File: config.mk
export PLATFORM = sky130hd
export DESIGN_NAME = slw_supervisor
export DESIGN_NICKNAME = d
export VERILOG_FILES = /design/src/include/slw_pkg.sv /design/src/hdl/slw_supervisor.sv
export VERILOG_INCLUDE_DIRS = /design/src /design/src/include
export SDC_FILE = /design/constraint.sdc
export NUM_CORES = 1
export LEC_CHECK = 0
export BUFFER_PORTS_ARGS = -buffer_cell sky130_fd_sc_hd__buf_2
export CELL_PAD_IN_SITES_DETAIL_PLACEMENT = 2
export CELL_PAD_IN_SITES_GLOBAL_PLACEMENT = 2
export CORE_MARGIN = 3
export CORE_UTILIZATION = 35
export DETAILED_ROUTE_END_ITERATION = 7
export HOLD_SLACK_MARGIN = 0.08
export PLACE_DENSITY = 0.8
export RECOVER_POWER = 100
export SETUP_SLACK_MARGIN = 0.2
export SLEW_MARGIN = 20
export SYNTH_ARGS = -nofsm -noshare
export SYNTH_HDL_FRONTEND = slang
export SYNTH_SLANG_ARGS = --single-unit
export TNS_END_PERCENT = 10
File: constraint.sdc
create_clock -name clk -period 3.1 [get_ports clk]
set_clock_uncertainty 0.1 [all_clocks]
set_input_delay 0.155 -clock clk [delete_from_list [all_inputs] [get_ports clk]]
set_output_delay 0.155 -clock clk [all_outputs]
set_load 0.03 [all_outputs]
File: src/include/slw_params.svh
`ifndef SLW_PARAMS_SVH
`define SLW_PARAMS_SVH

// Clock rate of the internal oscillator in kHz.
`define SLW_CLK_KHZ 20000
// Default sense sync period in microseconds: least, nominal, longest.
`define SLW_SYNC_MIN_US 4800
`define SLW_SYNC_NOM_US 6500
`define SLW_SYNC_MAX_US 8200
// Nominal period in cycles, derived from the rate.
`define SLW_SYNC_CYC ((`SLW_SYNC_NOM_US * `SLW_CLK_KHZ) / 1000)
// Low pulse width of the sync strobe in cycles.
`define SLW_SYNC_LOW_CYC 20
// Cycles without a PWM clock edge before it counts as failed.
`define SLW_PWM_TIMEOUT_CYC 4000
// Reset values of the held configuration.
`define SLW_CH_RST 4'h0
`define SLW_AUX_RST 1'b0
`define SLW_CH_N 4

`endif

File: src/include/slw_pkg.sv
package slw_pkg;
  // Supply state of the device.
  typedef enum logic [1:0] {
    SLW_OFF,
    SLW_SLEEP,
    SLW_AWAKE,
    SLW_RETAIN
  } slw_state_t;
  typedef logic [3:0] slw_ch_t;
endpackage

File: src/hdl/slw_supervisor.sv
`timescale 1ns/1ps
`include "slw_params.svh"

// Function
// - Logic runs only while wake is high; otherwise enter sleep.
// - No serial read data while the logic supply is absent.
// - While reset input is low, clock pin is an input; status latches its level.
// - Awake with reset input inactive: drive clock pin high.
// - Sleep, or woken by reset input: clock pin undriven, an input.
// - Both supplies lost: power off, outputs off, registers cleared.
// - Battery lost, logic supply kept: keep registers, channels off.
// - Battery lost, logic supply kept: aux output follows configuration.
// - During battery loss no wake-up event on the clock pin.
// - PWM clock failed: sense sync at default period near 6.5 ms.
module slw_supervisor (
  input wire logic clk,
  input wire logic srst,
  input wire logic bat_por_ok,
  input wire logic vcc_por_ok,
  input wire logic wake_req,
  input wire logic wake_reset_input_n,
  input wire logic clk_pin_in,
  input wire logic pwm_clk_in,
  input wire logic cfg_we,
  input wire slw_pkg::slw_ch_t cfg_ch,
  input wire logic cfg_aux,
  input wire logic rd_req,
  input wire logic [15:0] rd_data_in,
  output logic clk_pin_out,
  output logic clk_pin_oe,
  output slw_pkg::slw_ch_t power_channel_outputs,
  output logic aux_driver_output,
  output logic sense_sync_output_n,
  output logic rd_valid,
  output logic [15:0] rd_data,
  output slw_pkg::slw_state_t supply_state,
  output logic clk_pin_status
);
  import slw_pkg::*;

  localparam int SYNC_CYC = `SLW_SYNC_CYC;
  localparam int SYNC_LOW = `SLW_SYNC_LOW_CYC;
  localparam int PWM_TO = `SLW_PWM_TIMEOUT_CYC;

  // ---------------------------------------------------------------
  // Input synchronisers
  // ---------------------------------------------------------------
  logic [1:0] bat_s_r, vcc_s_r, wake_s_r, rstn_s_r, pin_s_r, pwm_s_r;
  logic pwm_d_r;

  // Two stages on the supply, wake, reset, clock pin and PWM inputs before any logic reads them.
  always_ff @(posedge clk) begin
    bat_s_r <= {bat_s_r[0], bat_por_ok};
    vcc_s_r <= {vcc_s_r[0], vcc_por_ok};
    wake_s_r <= {wake_s_r[0], wake_req};
    rstn_s_r <= {rstn_s_r[0], wake_reset_input_n};
    pin_s_r <= {pin_s_r[0], clk_pin_in};
    pwm_s_r <= {pwm_s_r[0], pwm_clk_in};
    pwm_d_r <= pwm_s_r[1];
  end

  wire bat_ok = bat_s_r[1];
  wire vcc_ok = vcc_s_r[1];
  wire wake_in = wake_s_r[1];
  wire rst_low = ~rstn_s_r[1];
  wire pwm_edge = pwm_s_r[1] & ~pwm_d_r;

  // ---------------------------------------------------------------
  // Supply state machine
  // ---------------------------------------------------------------
  slw_state_t state_r, state_nxt;
  logic rst_woke_r;
  slw_ch_t ch_cfg_r;
  logic aux_cfg_r;

  // Power-off wins over everything; battery loss with logic supply
  // retained parks in the retain state.
  always_comb begin
    state_nxt = state_r;
    unique case (state_r)
      SLW_OFF: begin
        if (bat_ok)
          state_nxt = SLW_SLEEP;
      end
      SLW_SLEEP: begin
        if (wake_in)
          state_nxt = SLW_AWAKE;
      end
      SLW_AWAKE: begin
        if (!wake_in)
          state_nxt = SLW_SLEEP;
      end
      SLW_RETAIN: begin
        if (bat_ok)
          state_nxt = wake_in ? SLW_AWAKE : SLW_SLEEP;
      end
    endcase
    if (!bat_ok && !vcc_ok)
      state_nxt = SLW_OFF;
    else if (!bat_ok)
      state_nxt = SLW_RETAIN;
  end

  // State register; every input it decodes is already synchronised.
  always_ff @(posedge clk) begin
    if (srst)
      state_r <= SLW_OFF;
    else
      state_r <= state_nxt;
  end

  // Remember whether the wake came from the reset input being low.
  always_ff @(posedge clk) begin
    if (srst)
      rst_woke_r <= 1'b0;
    else if (state_r == SLW_SLEEP && state_nxt == SLW_AWAKE)
      rst_woke_r <= rst_low;
    else if (state_r != SLW_AWAKE)
      rst_woke_r <= 1'b0;
  end

  // ---------------------------------------------------------------
  // Held configuration
  // ---------------------------------------------------------------
  // Clear on entering power-off. Writes land only while awake with both
  // supplies present, so a write racing a battery drop is refused.
  wire cfg_clear = (state_nxt == SLW_OFF);
  wire cfg_take = cfg_we & (state_r == SLW_AWAKE) & bat_ok & vcc_ok;

  // Configuration store, cleared by reset or by power-off.
  // defaults after off
  always_ff @(posedge clk) begin
    if (srst || cfg_clear) begin
      ch_cfg_r <= `SLW_CH_RST;
      aux_cfg_r <= `SLW_AUX_RST;
    end else if (cfg_take) begin
      ch_cfg_r <= cfg_ch;
      aux_cfg_r <= cfg_aux;
    end
  end

  // ---------------------------------------------------------------
  // Output drivers
  // ---------------------------------------------------------------
  // Outputs follow the next state so that a supply loss cuts them at once.
  wire chan_run = (state_nxt == SLW_AWAKE);
  wire aux_run = (state_nxt == SLW_AWAKE) | (state_nxt == SLW_RETAIN);
  wire pin_drive = chan_run & ~rst_low & ~rst_woke_r;

  // Registered drivers for the channels, the aux output and the pin.
  // channels off
  always_ff @(posedge clk) begin
    if (srst) begin
      power_channel_outputs <= `SLW_CH_RST;
      aux_driver_output <= `SLW_AUX_RST;
      clk_pin_out <= 1'b0;
      clk_pin_oe <= 1'b0;
    end else begin
      power_channel_outputs <= chan_run ? ch_cfg_r : `SLW_CH_RST;
      aux_driver_output <= aux_run & aux_cfg_r & vcc_ok;
      clk_pin_out <= pin_drive;
      clk_pin_oe <= pin_drive;
    end
  end

  // Latch the pin level while the controller holds the reset input low.
  // status while low
  always_ff @(posedge clk) begin
    if (srst)
      clk_pin_status <= 1'b0;
    else if (rst_low)
      clk_pin_status <= pin_s_r[1];
  end

  // Registered copy of the supply state for the outside.
  always_ff @(posedge clk) begin
    if (srst)
      supply_state <= SLW_OFF;
    else
      supply_state <= state_r;
  end

  // ---------------------------------------------------------------
  // Serial read gate
  // ---------------------------------------------------------------
  // no read unpowered
  wire rd_ok = rd_req & vcc_ok & (state_r != SLW_OFF);

  // Read data stands one cycle and reads as zero when refused.
  always_ff @(posedge clk) begin
    if (srst) begin
      rd_valid <= 1'b0;
      rd_data <= 16'h0000;
    end else begin
      rd_valid <= rd_ok;
      rd_data <= rd_ok ? rd_data_in : 16'h0000;
    end
  end

  // ---------------------------------------------------------------
  // PWM clock watchdog and default sense sync
  // ---------------------------------------------------------------
  logic [12:0] pwm_cnt_r;
  logic pwm_fail_r;
  logic [17:0] sync_cnt_r;

  // Count cycles without a PWM clock edge while awake and flag a failed
  // clock at the limit. An edge or leaving the awake state clears it.
  always_ff @(posedge clk) begin
    if (srst || pwm_edge || state_r != SLW_AWAKE) begin
      pwm_cnt_r <= 13'h0000;
      pwm_fail_r <= 1'b0;
    end else if (pwm_cnt_r == 13'(PWM_TO - 1)) begin
      pwm_fail_r <= 1'b1;
    end else begin
      pwm_cnt_r <= pwm_cnt_r + 13'h0001;
    end
  end

  wire sync_wrap = (sync_cnt_r == 18'(SYNC_CYC - 1));

  // Default period counter, running only while the PWM clock is failed.
  always_ff @(posedge clk) begin
    if (srst || !pwm_fail_r)
      sync_cnt_r <= 18'h00000;
    else if (sync_wrap)
      sync_cnt_r <= 18'h00000;
    else
      sync_cnt_r <= sync_cnt_r + 18'h00001;
  end

  // Strobe low for the first cycles of every default period.
  always_ff @(posedge clk) begin
    if (srst)
      sense_sync_output_n <= 1'b1;
    else
      sense_sync_output_n <= ~(pwm_fail_r && sync_cnt_r < 18'(SYNC_LOW));
  end

  // ---------------------------------------------------------------
  // Assertions
  // ---------------------------------------------------------------
  AST_OFF_CLEARS: assert property (@(posedge clk) disable iff (srst)
    (!bat_ok && !vcc_ok) |=> (ch_cfg_r == 4'h0) && !aux_cfg_r)
    else $error("Config not cleared on total supply loss.");
  AST_CH_OFF_LOSS: assert property (@(posedge clk) disable iff (srst)
    !bat_ok |=> power_channel_outputs == 4'h0)
    else $error("Channels on during battery loss.");
  AST_KEEP_CFG: assert property (@(posedge clk) disable iff (srst)
    (!bat_ok && vcc_ok) |=> $stable(ch_cfg_r))
    else $error("Config lost while logic supply held.");
  AST_AUX_RETAIN: assert property (@(posedge clk) disable iff (srst)
    (state_nxt == SLW_RETAIN && vcc_ok) |=>
      aux_driver_output == $past(aux_cfg_r))
    else $error("Aux output not following config in retain.");
  AST_NO_WAKE_LOSS: assert property (@(posedge clk) disable iff (srst)
    !bat_ok |=> !clk_pin_oe)
    else $error("Clock pin driven during battery loss.");
  AST_PIN_HIGH: assert property (@(posedge clk) disable iff (srst)
    clk_pin_oe |-> clk_pin_out)
    else $error("Clock pin driven low.");
  AST_PIN_INPUT: assert property (@(posedge clk) disable iff (srst)
    (state_nxt == SLW_SLEEP) |=> !clk_pin_oe)
    else $error("Clock pin driven in sleep.");
  AST_SLEEP_OFF: assert property (@(posedge clk) disable iff (srst)
    (state_nxt != SLW_AWAKE) |=> power_channel_outputs == 4'h0)
    else $error("Channels on while asleep.");
  AST_NO_READ: assert property (@(posedge clk) disable iff (srst)
    !vcc_ok |=> !rd_valid)
    else $error("Read data without logic supply.");
  AST_SYNC_LOW: assert property (@(posedge clk) disable iff (srst)
    (pwm_fail_r && sync_wrap) |=> ##1 !sense_sync_output_n [*8])
    else $error("Default sync strobe missing.");
  AST_RST_WAKE: assert property (@(posedge clk) disable iff (srst)
    rst_low |=> !clk_pin_oe || $past(state_r) == SLW_AWAKE)
    else $error("Pin driven while not awake.");
  AST_OFF_OUTS: assert property (@(posedge clk) disable iff (srst)
    (state_r == SLW_OFF) |=>
      (power_channel_outputs == 4'h0) && !aux_driver_output)
    else $error("Outputs on in power-off.");
  AST_RST_WOKE_IN: assert property (@(posedge clk) disable iff (srst)
    rst_woke_r |=> !clk_pin_oe)
    else $error("Clock pin driven after a wake by the reset input.");
  AST_SYNC_START: assert property (@(posedge clk) disable iff (srst)
    $rose(pwm_fail_r) |=> !sense_sync_output_n)
    else $error("Default sync strobe late after PWM clock failure.");

  // ---------------------------------------------------------------
  // Cover points
  // ---------------------------------------------------------------
  COV_RETAIN: cover property (@(posedge clk) state_r == SLW_RETAIN);
  COV_OFF: cover property (@(posedge clk) disable iff (srst)
    state_r == SLW_AWAKE ##1 state_r == SLW_OFF);
  COV_PIN: cover property (@(posedge clk) clk_pin_oe);
  COV_SYNC: cover property (@(posedge clk) !sense_sync_output_n);
  COV_RST_WOKE: cover property (@(posedge clk) rst_woke_r);

endmodule // slw_supervisor

# After elaboration in Yosys (flattened, before gate mapping)
# Cells that the tools add are included.
# totals
register_bits	80
in_bits	31
out_inout_bits	28
wordCells	75
# op_classes
n_addsub	2
n_lt_le_gt_ge	1
n_eq_ne	8
muxes	8
bitwise	17
reduce_logical	17
# op_table
operator	count
$add A18 B1 Y18 const B	1
$eq A18 B17 Y1 const B	1
$lt A18 B5 Y1 const B	1
$add A13 B1 Y13 const B	1
$eq A13 B12 Y1 const B	1
$and A1 B1 Y1	10
$mux W2	5
$eq A2 B2 Y1 const B	4
$pmux W2 S4	1
$not A1 Y1	6
$reduce_or A2 Y1	3
$logic_not A2 Y1	2
$logic_or A1 B1 Y1	4
$reduce_bool A2 Y1	2
$logic_and A1 B1 Y1	3
$logic_not A1 Y1	3
$eq A2 B1 Y1 const B	1
$mux W1	2
$ne A2 B2 Y1 const B	1
$or A1 B1 Y1	1

# Depth between registers and ports, before layout
# Gate-level depths: netlist of run 1.
# logic_depth
depth_word	8
depth_mapped	7
depth_no_buf	5

# Worst setup path before layout of run 1
# Ideal clock, no wire load.
# synth_path
path_type	reg-to-reg
from	register sync_cnt_r[0]
to	register sync_cnt_r[13]
setup_ps	115
arrival_ps	1505
t_required_ps	2885
slack_ps	1381
path_stages_with_launch	8
n_path_buf	2
period_less_slack_ps	1719
cell_sequence	dfxtp_1 ha_1 buf_2 nand3_1 nand4bb_1 o21ai_1 buf_4 nor2_1
# synth_via
elab_chain_len	2
word_cells_on_any_way	3
classes_between	add/sub: 1; eq/ne: 1; reduce/logical: 1
# synth_rtl
element	line_no	source
from (decl)	slw_supervisor.sv:205	logic [17:0] sync_cnt_r;
from (signal assigned)	slw_supervisor.sv:229	sync_cnt_r <= sync_cnt_r + 18'h00001;
branches (longest 2 deep; another with $add A18 B1 Y18)	--	
# Parallel ways; which one is timed is not known.
# A chain may end at the register's enable or synchronous reset.

# Worst setup path after layout of run 1
# layout_path
from	register sync_cnt_r[1]
to	register sync_cnt_r[1]
# The elaborated chain is that of the path after synthesis.

==> impl.org, run 1 <==
** Layout
- Fill cells :: 803
- Net count reported at finish :: 399
- Layout area overhead :: 28.9%
- Inserted Diodes :: 0
- Fraction of final layout cells sized beyond drive strength 1 :: 12.7%

** Global routing
- For this run, global-route usage on met3 was measured as 5.92%.
- In this run the most used layer during global routing was met2.
- Total routing resource utilization after global routing :: 22.4%
- Global routing used 22.4% of the available met1 tracks.
- For this run the aggregate overflow at the end of global routing stands at 0.
- The number of antenna violations at the first check in global routing is 0.
- Routing usage on met2 :: 43.5%
- Entering global routing, the biggest net connects 18 pins.
- First-pass GRT wire length :: 14,900 um
- The number of global-route vias before repair is 2,734.

** Power and ir drop
- Power comes to 1.90 mW.
- IR analysis of the VDD net gives a maximum drop of 0.000349 V.
- In this run the static leakage power is 1.32 nW.
- P per Cell Area :: 528 nW/um^2

** Die
- Row generation in the floorplan step produced 31 rows.
- The die is 95.3 um wide.
- The die covers 9080 um^2.
- The floorplan step defined a core boundary enclosing 7490 um^2.
- Initial core utilization :: 37.3%
- Die span in y :: 95.3 um
- 59 I/O pins were placed.

** Clocking
- The later pin in the worst-skew pair is clocked with a latency of 0.37 ns.
- The H-tree generated during clock tree synthesis spans 3 levels.
- TritonCTS built the clock tree.
- PostCTS Resize Cnt :: 0
- Number of sinks handled by clock tree synthesis :: 80
- In this run the post-CTS setup repair buffer count came out at 0.
- TritonCTS Buffers :: 9
- CTS placed an instance of sky130_fd_sc_hd__clkbuf_8 at the clock tree root.
- Number of buffers between clock root and the deepest sink :: 2
- After clock tree synthesis, the clock-pin slew on the worst setup and hold paths is 0.10 ns.

** Critical path
- Max FO, Critical Path :: 16
- At the worst endpoint, the required time is 3.21 ns.
- The most critical setup path has its startpoint at sync_cnt_r[1]$_SDFF_PP0_.
- The slowest stage of the critical path belongs to the cell sky130_fd_sc_hd__clkbuf_1.
- STA classifies the critical path endpoint as a flip-flop.
- Worst Path Arrival :: 2.51 ns
- The kind of cell with the highest combined delay along the critical path is buffers and inverters.
- The worst setup path is launched from a flip-flop.
- Number of buffer and inverter instances along the worst setup path :: 1
- Largest stage delay on the critical path :: 0.60 ns
- Cell-by-cell listing of the critical path :: ha_1 -> nand3_1 -> nand4bb_1 -> o21ai_0 -> clkbuf_1 -> nor2_1
- By startpoint and endpoint, the worst setup path is classified as reg -> reg.
- R2R Setup Slk :: 0.70 ns
- FF-to-FF Start :: sync_cnt_r[1]$_SDFF_PP0_

** Place
- At the placement stage, the worst setup path has a slack of 1.17 ns.
- DP Wirelength :: 5290 um
- During placement, the flow inserted port buffers numbering 58.
- Weighted congestion at the end of routability-driven global placement :: 0.779

** Timing
- Setup repair after global routing left no endpoint under its margin.
- The count of endpoints failing hold in the final timing report came to 0.
- At the pin with the least slew margin, the transition time is 0.746 ns.
- Timing would allow up to 0.417 GHz.
- Minimum period implied by the final worst setup slack :: 2.40 ns
- Setup violations remaining at the end of the flow were counted as 0.
- Dividing the final minimum period by the clock period gives 77.3%.
- Max-slew headroom :: 50.3%
- Setup slack closes at 0.702 ns.
- Setup TNS :: 0 ns
- The count of pins over their slew limit came to 0.

** Logic synthesis
- Syn avg cell area :: 10.1 um^2
- The Yosys step of the flow raised 0 warnings.
- Counting flops with an async set or reset pin after synthesis yields a share of 0%.
- Of all cell types, the one taking the most synthesized area is sky130_fd_sc_hd__dfxtp_1.
- Among all cell types in the netlist, the one instantiated most often is sky130_fd_sc_hd__dfxtp_1.
- Number of distinct library cells after synthesis :: 35
- After synthesis, the most frequently instantiated cells are 80 x sky130_fd_sc_hd__dfxtp_1, 38 x sky130_fd_sc_hd__nor2_1, 22 x sky130_fd_sc_hd__and2_1.
- Top post-synthesis cells by area :: sky130_fd_sc_hd__dfxtp_1 57%, sky130_fd_sc_hd__nor2_1 5.1%, sky130_fd_sc_hd__and2_1 4.9%
- Synthesized netlist cell count :: 276
- Synth top area share :: 57.4%
- Summed instance area of the synthesized netlist :: 2790 um^2
- Fraction of the yosys area taken by sequential cells :: 57.4%
- Number of enable flip-flop cells after synthesis :: 0
- Syn Nets :: 309
- Register bit total from synthesis :: 80
- Prevailing post-synth register cell :: sky130_fd_sc_hd__dfxtp_1

** Drt
- Using the TritonRoute via totals, the vias-per-cell ratio works out to 5.14.
- Antenna-violating nets left :: 0
- Detailed-route DRC error count :: 0
- DR iter-0 viols :: 78
- The first detailed-routing pass ran for 4 iterations.
- The routed layout has 2,415 vias.
- Average wire per standard cell :: 19.8 um
- Wires add up to 9300 um.

** Flow run
- Max-cap violations in this run came to 0.

** Run status
- The run finished with clean final reports.

** Min path
- Worst min-delay path category :: reg -> reg
- In this run the most critical hold path is launched from wake_s_r[0]$_DFF_P_.
==> flip-flops by register name (all words and copies together) (netlist names), 2 cells and up <==
register               cells
ch_cfg_r                   4
wake_s_r                   2
pin_s_r                    2
state_r                    2
rstn_s_r                   2
pwm_s_r                    2
vcc_s_r                    2
pwm_cnt_r                 13
supply_state               2
bat_s_r                    2
sync_cnt_r                18
rd_data                   16
power_channel_outputs      4
==> stage by stage <==
stage / cell area (um^2) / instances / hold WS, ns / util [%]
after global placement: 3170 / 426 / 0.158 / 42.4
final: 3600 / 470 / 0.247 / 48.0
after global routing: 3600 / 470 / 0.256 / 48.0
after CTS: 3640 / 470 / 0.141 / 48.7
after floorplan: 2790 / 276 / 0.0827 / -
after detailed placement: 3170 / 426 / 0.160 / 42.4
==> area by class of cell <==
type                    count  area, um^2  area share, %
well taps                  99         124           3.44
clock buffers              10         138           3.83
clock inverters             6        50.0           1.39
repair buffers             88         539           15.0
inverters                   5        18.8          0.522
flip-flops and latches     80        1600           44.5
multi-input cells         182        1120           31.3
==> routing by layer <==
layer	share of wire, %	wire length, um
met1	37	3450
met2	57	5300
met3	3.3	311
met4	2.5	233
met5	0	0
==> cell usage in the layout, fill, tap and decap left out, types with 2 or more instances in the layout <==
cell	count
sky130_fd_sc_hd__or3_1	2
sky130_fd_sc_hd__nor2b_1	6
sky130_fd_sc_hd__o21ai_0	5
sky130_fd_sc_hd__nor4_1	5
sky130_fd_sc_hd__nand2_1	10
sky130_fd_sc_hd__inv_6	2
sky130_fd_sc_hd__mux2i_1	7
sky130_fd_sc_hd__clkbuf_1	33
sky130_fd_sc_hd__xnor2_1	9
sky130_fd_sc_hd__buf_2	27
sky130_fd_sc_hd__clkinvlp_4	2
sky130_fd_sc_hd__nand2b_1	3
sky130_fd_sc_hd__xor2_1	12
sky130_fd_sc_hd__clkbuf_8	10
sky130_fd_sc_hd__dlygate4sd3_1	28
sky130_fd_sc_hd__o31ai_1	2
sky130_fd_sc_hd__nand4_1	13
sky130_fd_sc_hd__nor3_1	8
sky130_fd_sc_hd__a21oi_1	5
sky130_fd_sc_hd__nor4b_1	2
sky130_fd_sc_hd__and4_1	4
sky130_fd_sc_hd__nand3_1	11
sky130_fd_sc_hd__clkinv_4	2
sky130_fd_sc_hd__or4_1	4
sky130_fd_sc_hd__inv_1	5
sky130_fd_sc_hd__and3_1	2
sky130_fd_sc_hd__dfxtp_1	80
sky130_fd_sc_hd__ha_1	2
sky130_fd_sc_hd__and2_0	20
sky130_fd_sc_hd__and2_1	2
sky130_fd_sc_hd__o211ai_1	3
sky130_fd_sc_hd__nor2_1	38
==> worst paths after layout <==
path | to | cells past startpoint
setup / recovery | sync_cnt_r[1]$_SDFF_PP0_ | 6
hold / removal | wake_s_r[1]$_DFF_P_ | 0
setup reg to reg | sync_cnt_r[1]$_SDFF_PP0_ | 6
hold reg to reg | wake_s_r[1]$_DFF_P_ | 0
==> kinds of logic after synthesis <==
family,after synthesis,share of synthesized area [%]
AND/OR/NAND/NOR,135,26.7
flip-flops,80,57.4
XOR/XNOR,21,6.60
AO/OA/AOI/OAI,17,3.63
buffers and inverters,14,2.24
multiplexers,7,2.51
adder cells (fa/ha/maj),2,0.897
==> repair_timing <==
action,4_1_cts,5_1_grt
setup endpoints to repair,0,0
hold buffers,28,0
hold endpoints to repair,33,0
==> power by group <==
part	leakage, nW	internal, mW	switching, mW	total, mW
Clock	0.0895	0.321	0.426	0.747
Combinational	0.584	0.0471	0.0461	0.0933
Sequential	0.651	1.04	0.0124	1.06
Total	1.32	1.41	0.485	1.90
Power figures use the tool's default switching activity.
==> run 2, diff against run 1 <==
--- a/config.mk
+++ b/config.mk
@@ -6,14 +6,15 @@
 export SDC_FILE = /design/constraint.sdc
 export NUM_CORES = 1
 export LEC_CHECK = 0
+export ABC_AREA = 1
 export BUFFER_PORTS_ARGS = -buffer_cell sky130_fd_sc_hd__buf_2
 export CELL_PAD_IN_SITES_DETAIL_PLACEMENT = 2
 export CELL_PAD_IN_SITES_GLOBAL_PLACEMENT = 2
 export CORE_MARGIN = 3
-export CORE_UTILIZATION = 35
+export CORE_UTILIZATION = 28
 export DETAILED_ROUTE_END_ITERATION = 7
 export HOLD_SLACK_MARGIN = 0.08
-export PLACE_DENSITY = 0.8
+export PLACE_DENSITY = 0.72
 export RECOVER_POWER = 100
 export SETUP_SLACK_MARGIN = 0.2
 export SLEW_MARGIN = 20
==> constraint.sdc (replaced) <==
create_clock -name clk -period 2.1 [get_ports clk]
set_clock_uncertainty 0.1 [all_clocks]
set_input_delay 0.105 -clock clk [delete_from_list [all_inputs] [get_ports clk]]
set_output_delay 0.105 -clock clk [all_outputs]
set_load 0.03 [all_outputs]
==> run 2 against run 1 <==
Net effect: sequential share of layout area decreased by 2.8 points; critical endpoint is now sync_cnt_r[16]$_SDFF_PP0_; fmax increased by 37%; design area increased by 6.6%.
==> impl.org, run 2 <==
** Timing
- Final count of pins violating max slew :: 0 (unchanged)
- Setup TNS :: 0 ns (unchanged)
- The slew at the pin closest to its max-slew limit came to 0.679 ns (-0.0672 ns).
- The clock period minus worst slack was 1.75 ns (-0.652 ns).
- The final-report setup violation count was 0 (unchanged).
- Post-route clock period utilization :: 83.1% (+5.8 points)
- The count of endpoints failing hold in the final timing report is 0 (unchanged).
- Highest clock frequency the design can meet :: 0.573 GHz (+37%)
- Unrepaired setup endpoints after global routing :: no
- The worst slew margin relative to its limit was 54.3% (+4.0 points).

** Run status
- Run status :: finished, final reports clean

** Die
- Area of the placeable core :: 10,000 um^2 (+34%)
- Number of top-level design ports :: 59 (unchanged)
- Row Count :: 36 (+16%)
- Floorplan die area :: 11,900 um^2 (+31%)
- Chip Width :: 109 um (+14%)
- The vertical die dimension came to 109 um (+14%).
- Initial core utilization :: 29.5% (-7.7 points)

** Global routing
- Pin count of the biggest net entering global routing :: 18 (unchanged)
- The first-pass GRT wire length was 15,600 um (+4.4%).
- The number of antenna violations at the first check in global routing is 0 (unchanged).
- The global-route usage over all layers is 17.0% (-5.4 points).
- Vias in the first global route :: 3,056 (+12%)
- The global-route congestion overflow total came to 0 (unchanged).

** Logic synthesis
- The sequential area share after synthesis was 54.0% (-3.4 points).
- Number of distinct library cells after synthesis :: 28 (-20%)
- The area share of the largest cell type after synthesis came to 54.0% (-3.4 points).
- Cell taking the most area after synthesis :: sky130_fd_sc_hd__dfxtp_1
- By count the netlist is led by 80 x sky130_fd_sc_hd__dfxtp_1, 68 x sky130_fd_sc_hd__nor2_1, 55 x sky130_fd_sc_hd__inv_1.
- Number of enable flip-flop cells after synthesis :: 0 (unchanged)
- The per-instance average area after synthesis was 8.24 um^2 (-18%).
- Count leader, synth :: sky130_fd_sc_hd__dfxtp_1
- Prevailing post-synth register cell :: sky130_fd_sc_hd__dfxtp_1
- The flip-flop and latch count after synthesis was 80 (unchanged).
- The number of synthesis warnings is 0 (unchanged).
- Top post-synthesis cells by area :: sky130_fd_sc_hd__dfxtp_1 54%, sky130_fd_sc_hd__nor2_1 8.6%, sky130_fd_sc_hd__inv_1 7.0%
- Syn Nets :: 393 (+27%)
- The share of synthesized flip-flops with an asynchronous set or reset came to 0% (unchanged).
- Synthesized netlist cell count :: 360 (+30%)
- Summed instance area of the synthesized netlist :: 2970 um^2 (+6.3%)

** Critical path
- Crit Reg-Reg Endpoint :: sync_cnt_r[16]$_SDFF_PP0_
- The worst register-to-register path begins at sync_cnt_r[0]$_SDFF_PP0_.
- Critical Path Source :: sync_cnt_r[0]$_SDFF_PP0_
- Category of the worst setup path capture point :: flip-flop
- Setup Crit Path Kind :: reg -> reg
- Max FO, Critical Path :: 17 (+1)
- The setup slack on the worst flop-to-flop path is 0.35 ns (-0.35 ns).
- Worst Path Arrival :: 1.87 ns (-0.64 ns)
- The worst-case reg-to-reg path depth was 8 (+2).
- The worst setup path is launched from a flip-flop.
- Data required, critical path :: 2.23 ns (-0.98 ns)

** Layout
- The cell area after layout came to 3830 um^2 (+6.6%).
- Top library cells by usage in the layout, fill and taps aside :: 80 x sky130_fd_sc_hd__dfxtp_1, 69 x sky130_fd_sc_hd__nor2_1, 57 x sky130_fd_sc_hd__inv_1
- The largest registers in the layout are sync_cnt_r x18, rd_data x16, pwm_cnt_r x13.
- The number of flip-flops under the largest register name was 18 (unchanged).
- The library cell used most frequently in the layout, excluding fill and tap cells, is sky130_fd_sc_hd__dfxtp_1.
- Net count reported at finish :: 488 (+22%)
- Most flop-heavy register :: sync_cnt_r
- Layout area overhead :: 29.3%
- The number of antenna diodes was 0 (unchanged).
- Fraction of final layout cells sized beyond drive strength 1 :: 13.9% (+1.2 points)

** Clocking
- Clock latency at the later pin of the worst-skew pair :: 0.35 ns (-0.02 ns)
- Clock transition at the registers of the reported paths :: 0.09 ns (about the same)
- Htree depth :: 3 (unchanged)
- CTS placed an instance of sky130_fd_sc_hd__clkbuf_8 at the clock tree root.
- TritonCTS clock tree :: done
- The number of clock buffers inserted by TritonCTS came to 9 (unchanged).
- Count of hold-fix buffers inserted at cts :: 29 (+3.6%)
- The TritonCTS sink count is 80 (unchanged).
- The buffer levels on the longest clock path is 2 (unchanged).
- PostCTS Resize Cnt :: 0 (unchanged)
- Number of buffers added for setup after CTS :: 0 (unchanged)

** Power and ir drop
- The power density of the placed cells came to 766 nW/um^2 (+45%).
- Leakage power of the design :: 1.46 nW (+10%)
- The worst voltage drop across the vdd grid is 0.000439 V (+26%).

** Drt
- The number of violations reported at the end of detailed-routing iteration 0 came to 72 (-7.7%).
- Average wire per standard cell :: 15.2 um (-23%)
- The number of iterations in the first detailed-routing pass came to 4 (unchanged).
- Detailed-route DRC error count :: 0 (unchanged)
- The number of vias in the routed layout was 2,620 (+8.5%).
- Antenna-violating nets left :: 0 (unchanged)
- The routed wire length came to 8990 um (-3.3%).
- Via density :: 4.42 (-14%)

** Place
- The half-perimeter wire length after placement was 5790 um (+9.5%).
- PortBufs :: 58 (unchanged)
- Dpl cell area :: 3390 um^2 (+6.8%)
- Weighted congestion at the end of routability-driven global placement :: 0.734 (-5.8%)

** Min path
- Endpoint of the worst hold-timing path :: ch_cfg_r[3]$_SDFFE_PP0P_
- The hold path depth came to 3 (+3).
- The worst hold path belongs to the class in -> reg.
- The startpoint identified for the worst hold timing path is cfg_we.

** Flow run
- Number of max-cap violations :: 0 (unchanged)
## run 2: changes by cell type in the layout (fill, tap and decap cells not counted), moves of 7 or more
cell / before / now
sky130_fd_sc_hd__and2_0: 20 / 0
sky130_fd_sc_hd__mux2i_1: 7 / 0
sky130_fd_sc_hd__a21oi_1: 5 / 15
sky130_fd_sc_hd__nand2_1: 10 / 55
sky130_fd_sc_hd__nor2_2: 0 / 9
sky130_fd_sc_hd__nor2_1: 38 / 69
sky130_fd_sc_hd__inv_1: 5 / 57
## run 2: final cells by class
type / instances / area, um^2
clock buffers: 10 / 138
clock inverters: 6 / 75.1
fillers: 1154 / 6210
inverters: 57 / 214
multi-input cells: 220 / 1100
flip-flops and latches: 80 / 1600
well taps: 133 / 166
repair buffers: 87 / 544
## run 2: metrics by stage
stage	cells	setup slack, ns	utilization [%]	power, mW	hold slack [ns]
floorplan	360	0.639	-	1.64	0.0327
global placement	548	0.543	33.7	1.69	0.109
detailed placement	548	0.451	33.7	1.69	0.109
CTS	593	0.400	38.8	2.99	0.0869
global route	593	0.135	38.2	3.08	0.233
finish	593	0.354	38.2	2.94	0.218
## run 2: worst max-delay path by stage
stage | endpoint | slack [ns] | cells after the start
floorplan | sync_cnt_r[10]$_SDFF_PP0_ | 0.64 | 9
global placement | sync_cnt_r[16]$_SDFF_PP0_ | 0.54 | 8
detailed placement | sync_cnt_r[11]$_SDFF_PP0_ | 0.45 | 8
global route | pwm_fail_r$_SDFFE_PP0N_ | 0.13 | 7
CTS | sync_cnt_r[16]$_SDFF_PP0_ | 0.40 | 8
finish | sync_cnt_r[16]$_SDFF_PP0_ | 0.35 | 8
## run 2: metal layers
layer | wire length [um] | GRT usage, % | up-vias
met5 | 0 | 0 | -
met4 | 111 | 4.51 | 0
met3 | 547 | 6.22 | 9
met2 | 4640 | 30.7 | 55
met1 | 3690 | 18.8 | 1254
li1 | - | - | 1302
## run 2: kinds of logic (layout without fill, tap and decap cells)
logic type	count (synthesis)	after routing	share of synthesized area, %
buf+inv	60	160	8.31
compound gates	29	29	5.32
simple gates	175	175	27.4
fa+ha+maj	2	2	0.844
xor+xnor	14	14	4.14
flops	80	80	54.0
## run 2: power by group
part           internal, mW  total, mW  switching (mW)
sequential             1.54       1.56          0.0117
combinational        0.0689      0.146          0.0770
clock                 0.602       1.24           0.635
## run 2: critical path: stages (launching register included)
cell,delay (ns)
sky130_fd_sc_hd__dfxtp_1,0.43
sky130_fd_sc_hd__ha_1,0.22
sky130_fd_sc_hd__nand2_1,0.06
sky130_fd_sc_hd__inv_1,0.12
sky130_fd_sc_hd__nand2_1,0.10
sky130_fd_sc_hd__nor2_2,0.12
sky130_fd_sc_hd__nand3_1,0.15
sky130_fd_sc_hd__nand2_4,0.25
sky130_fd_sc_hd__nor2_1,0.09
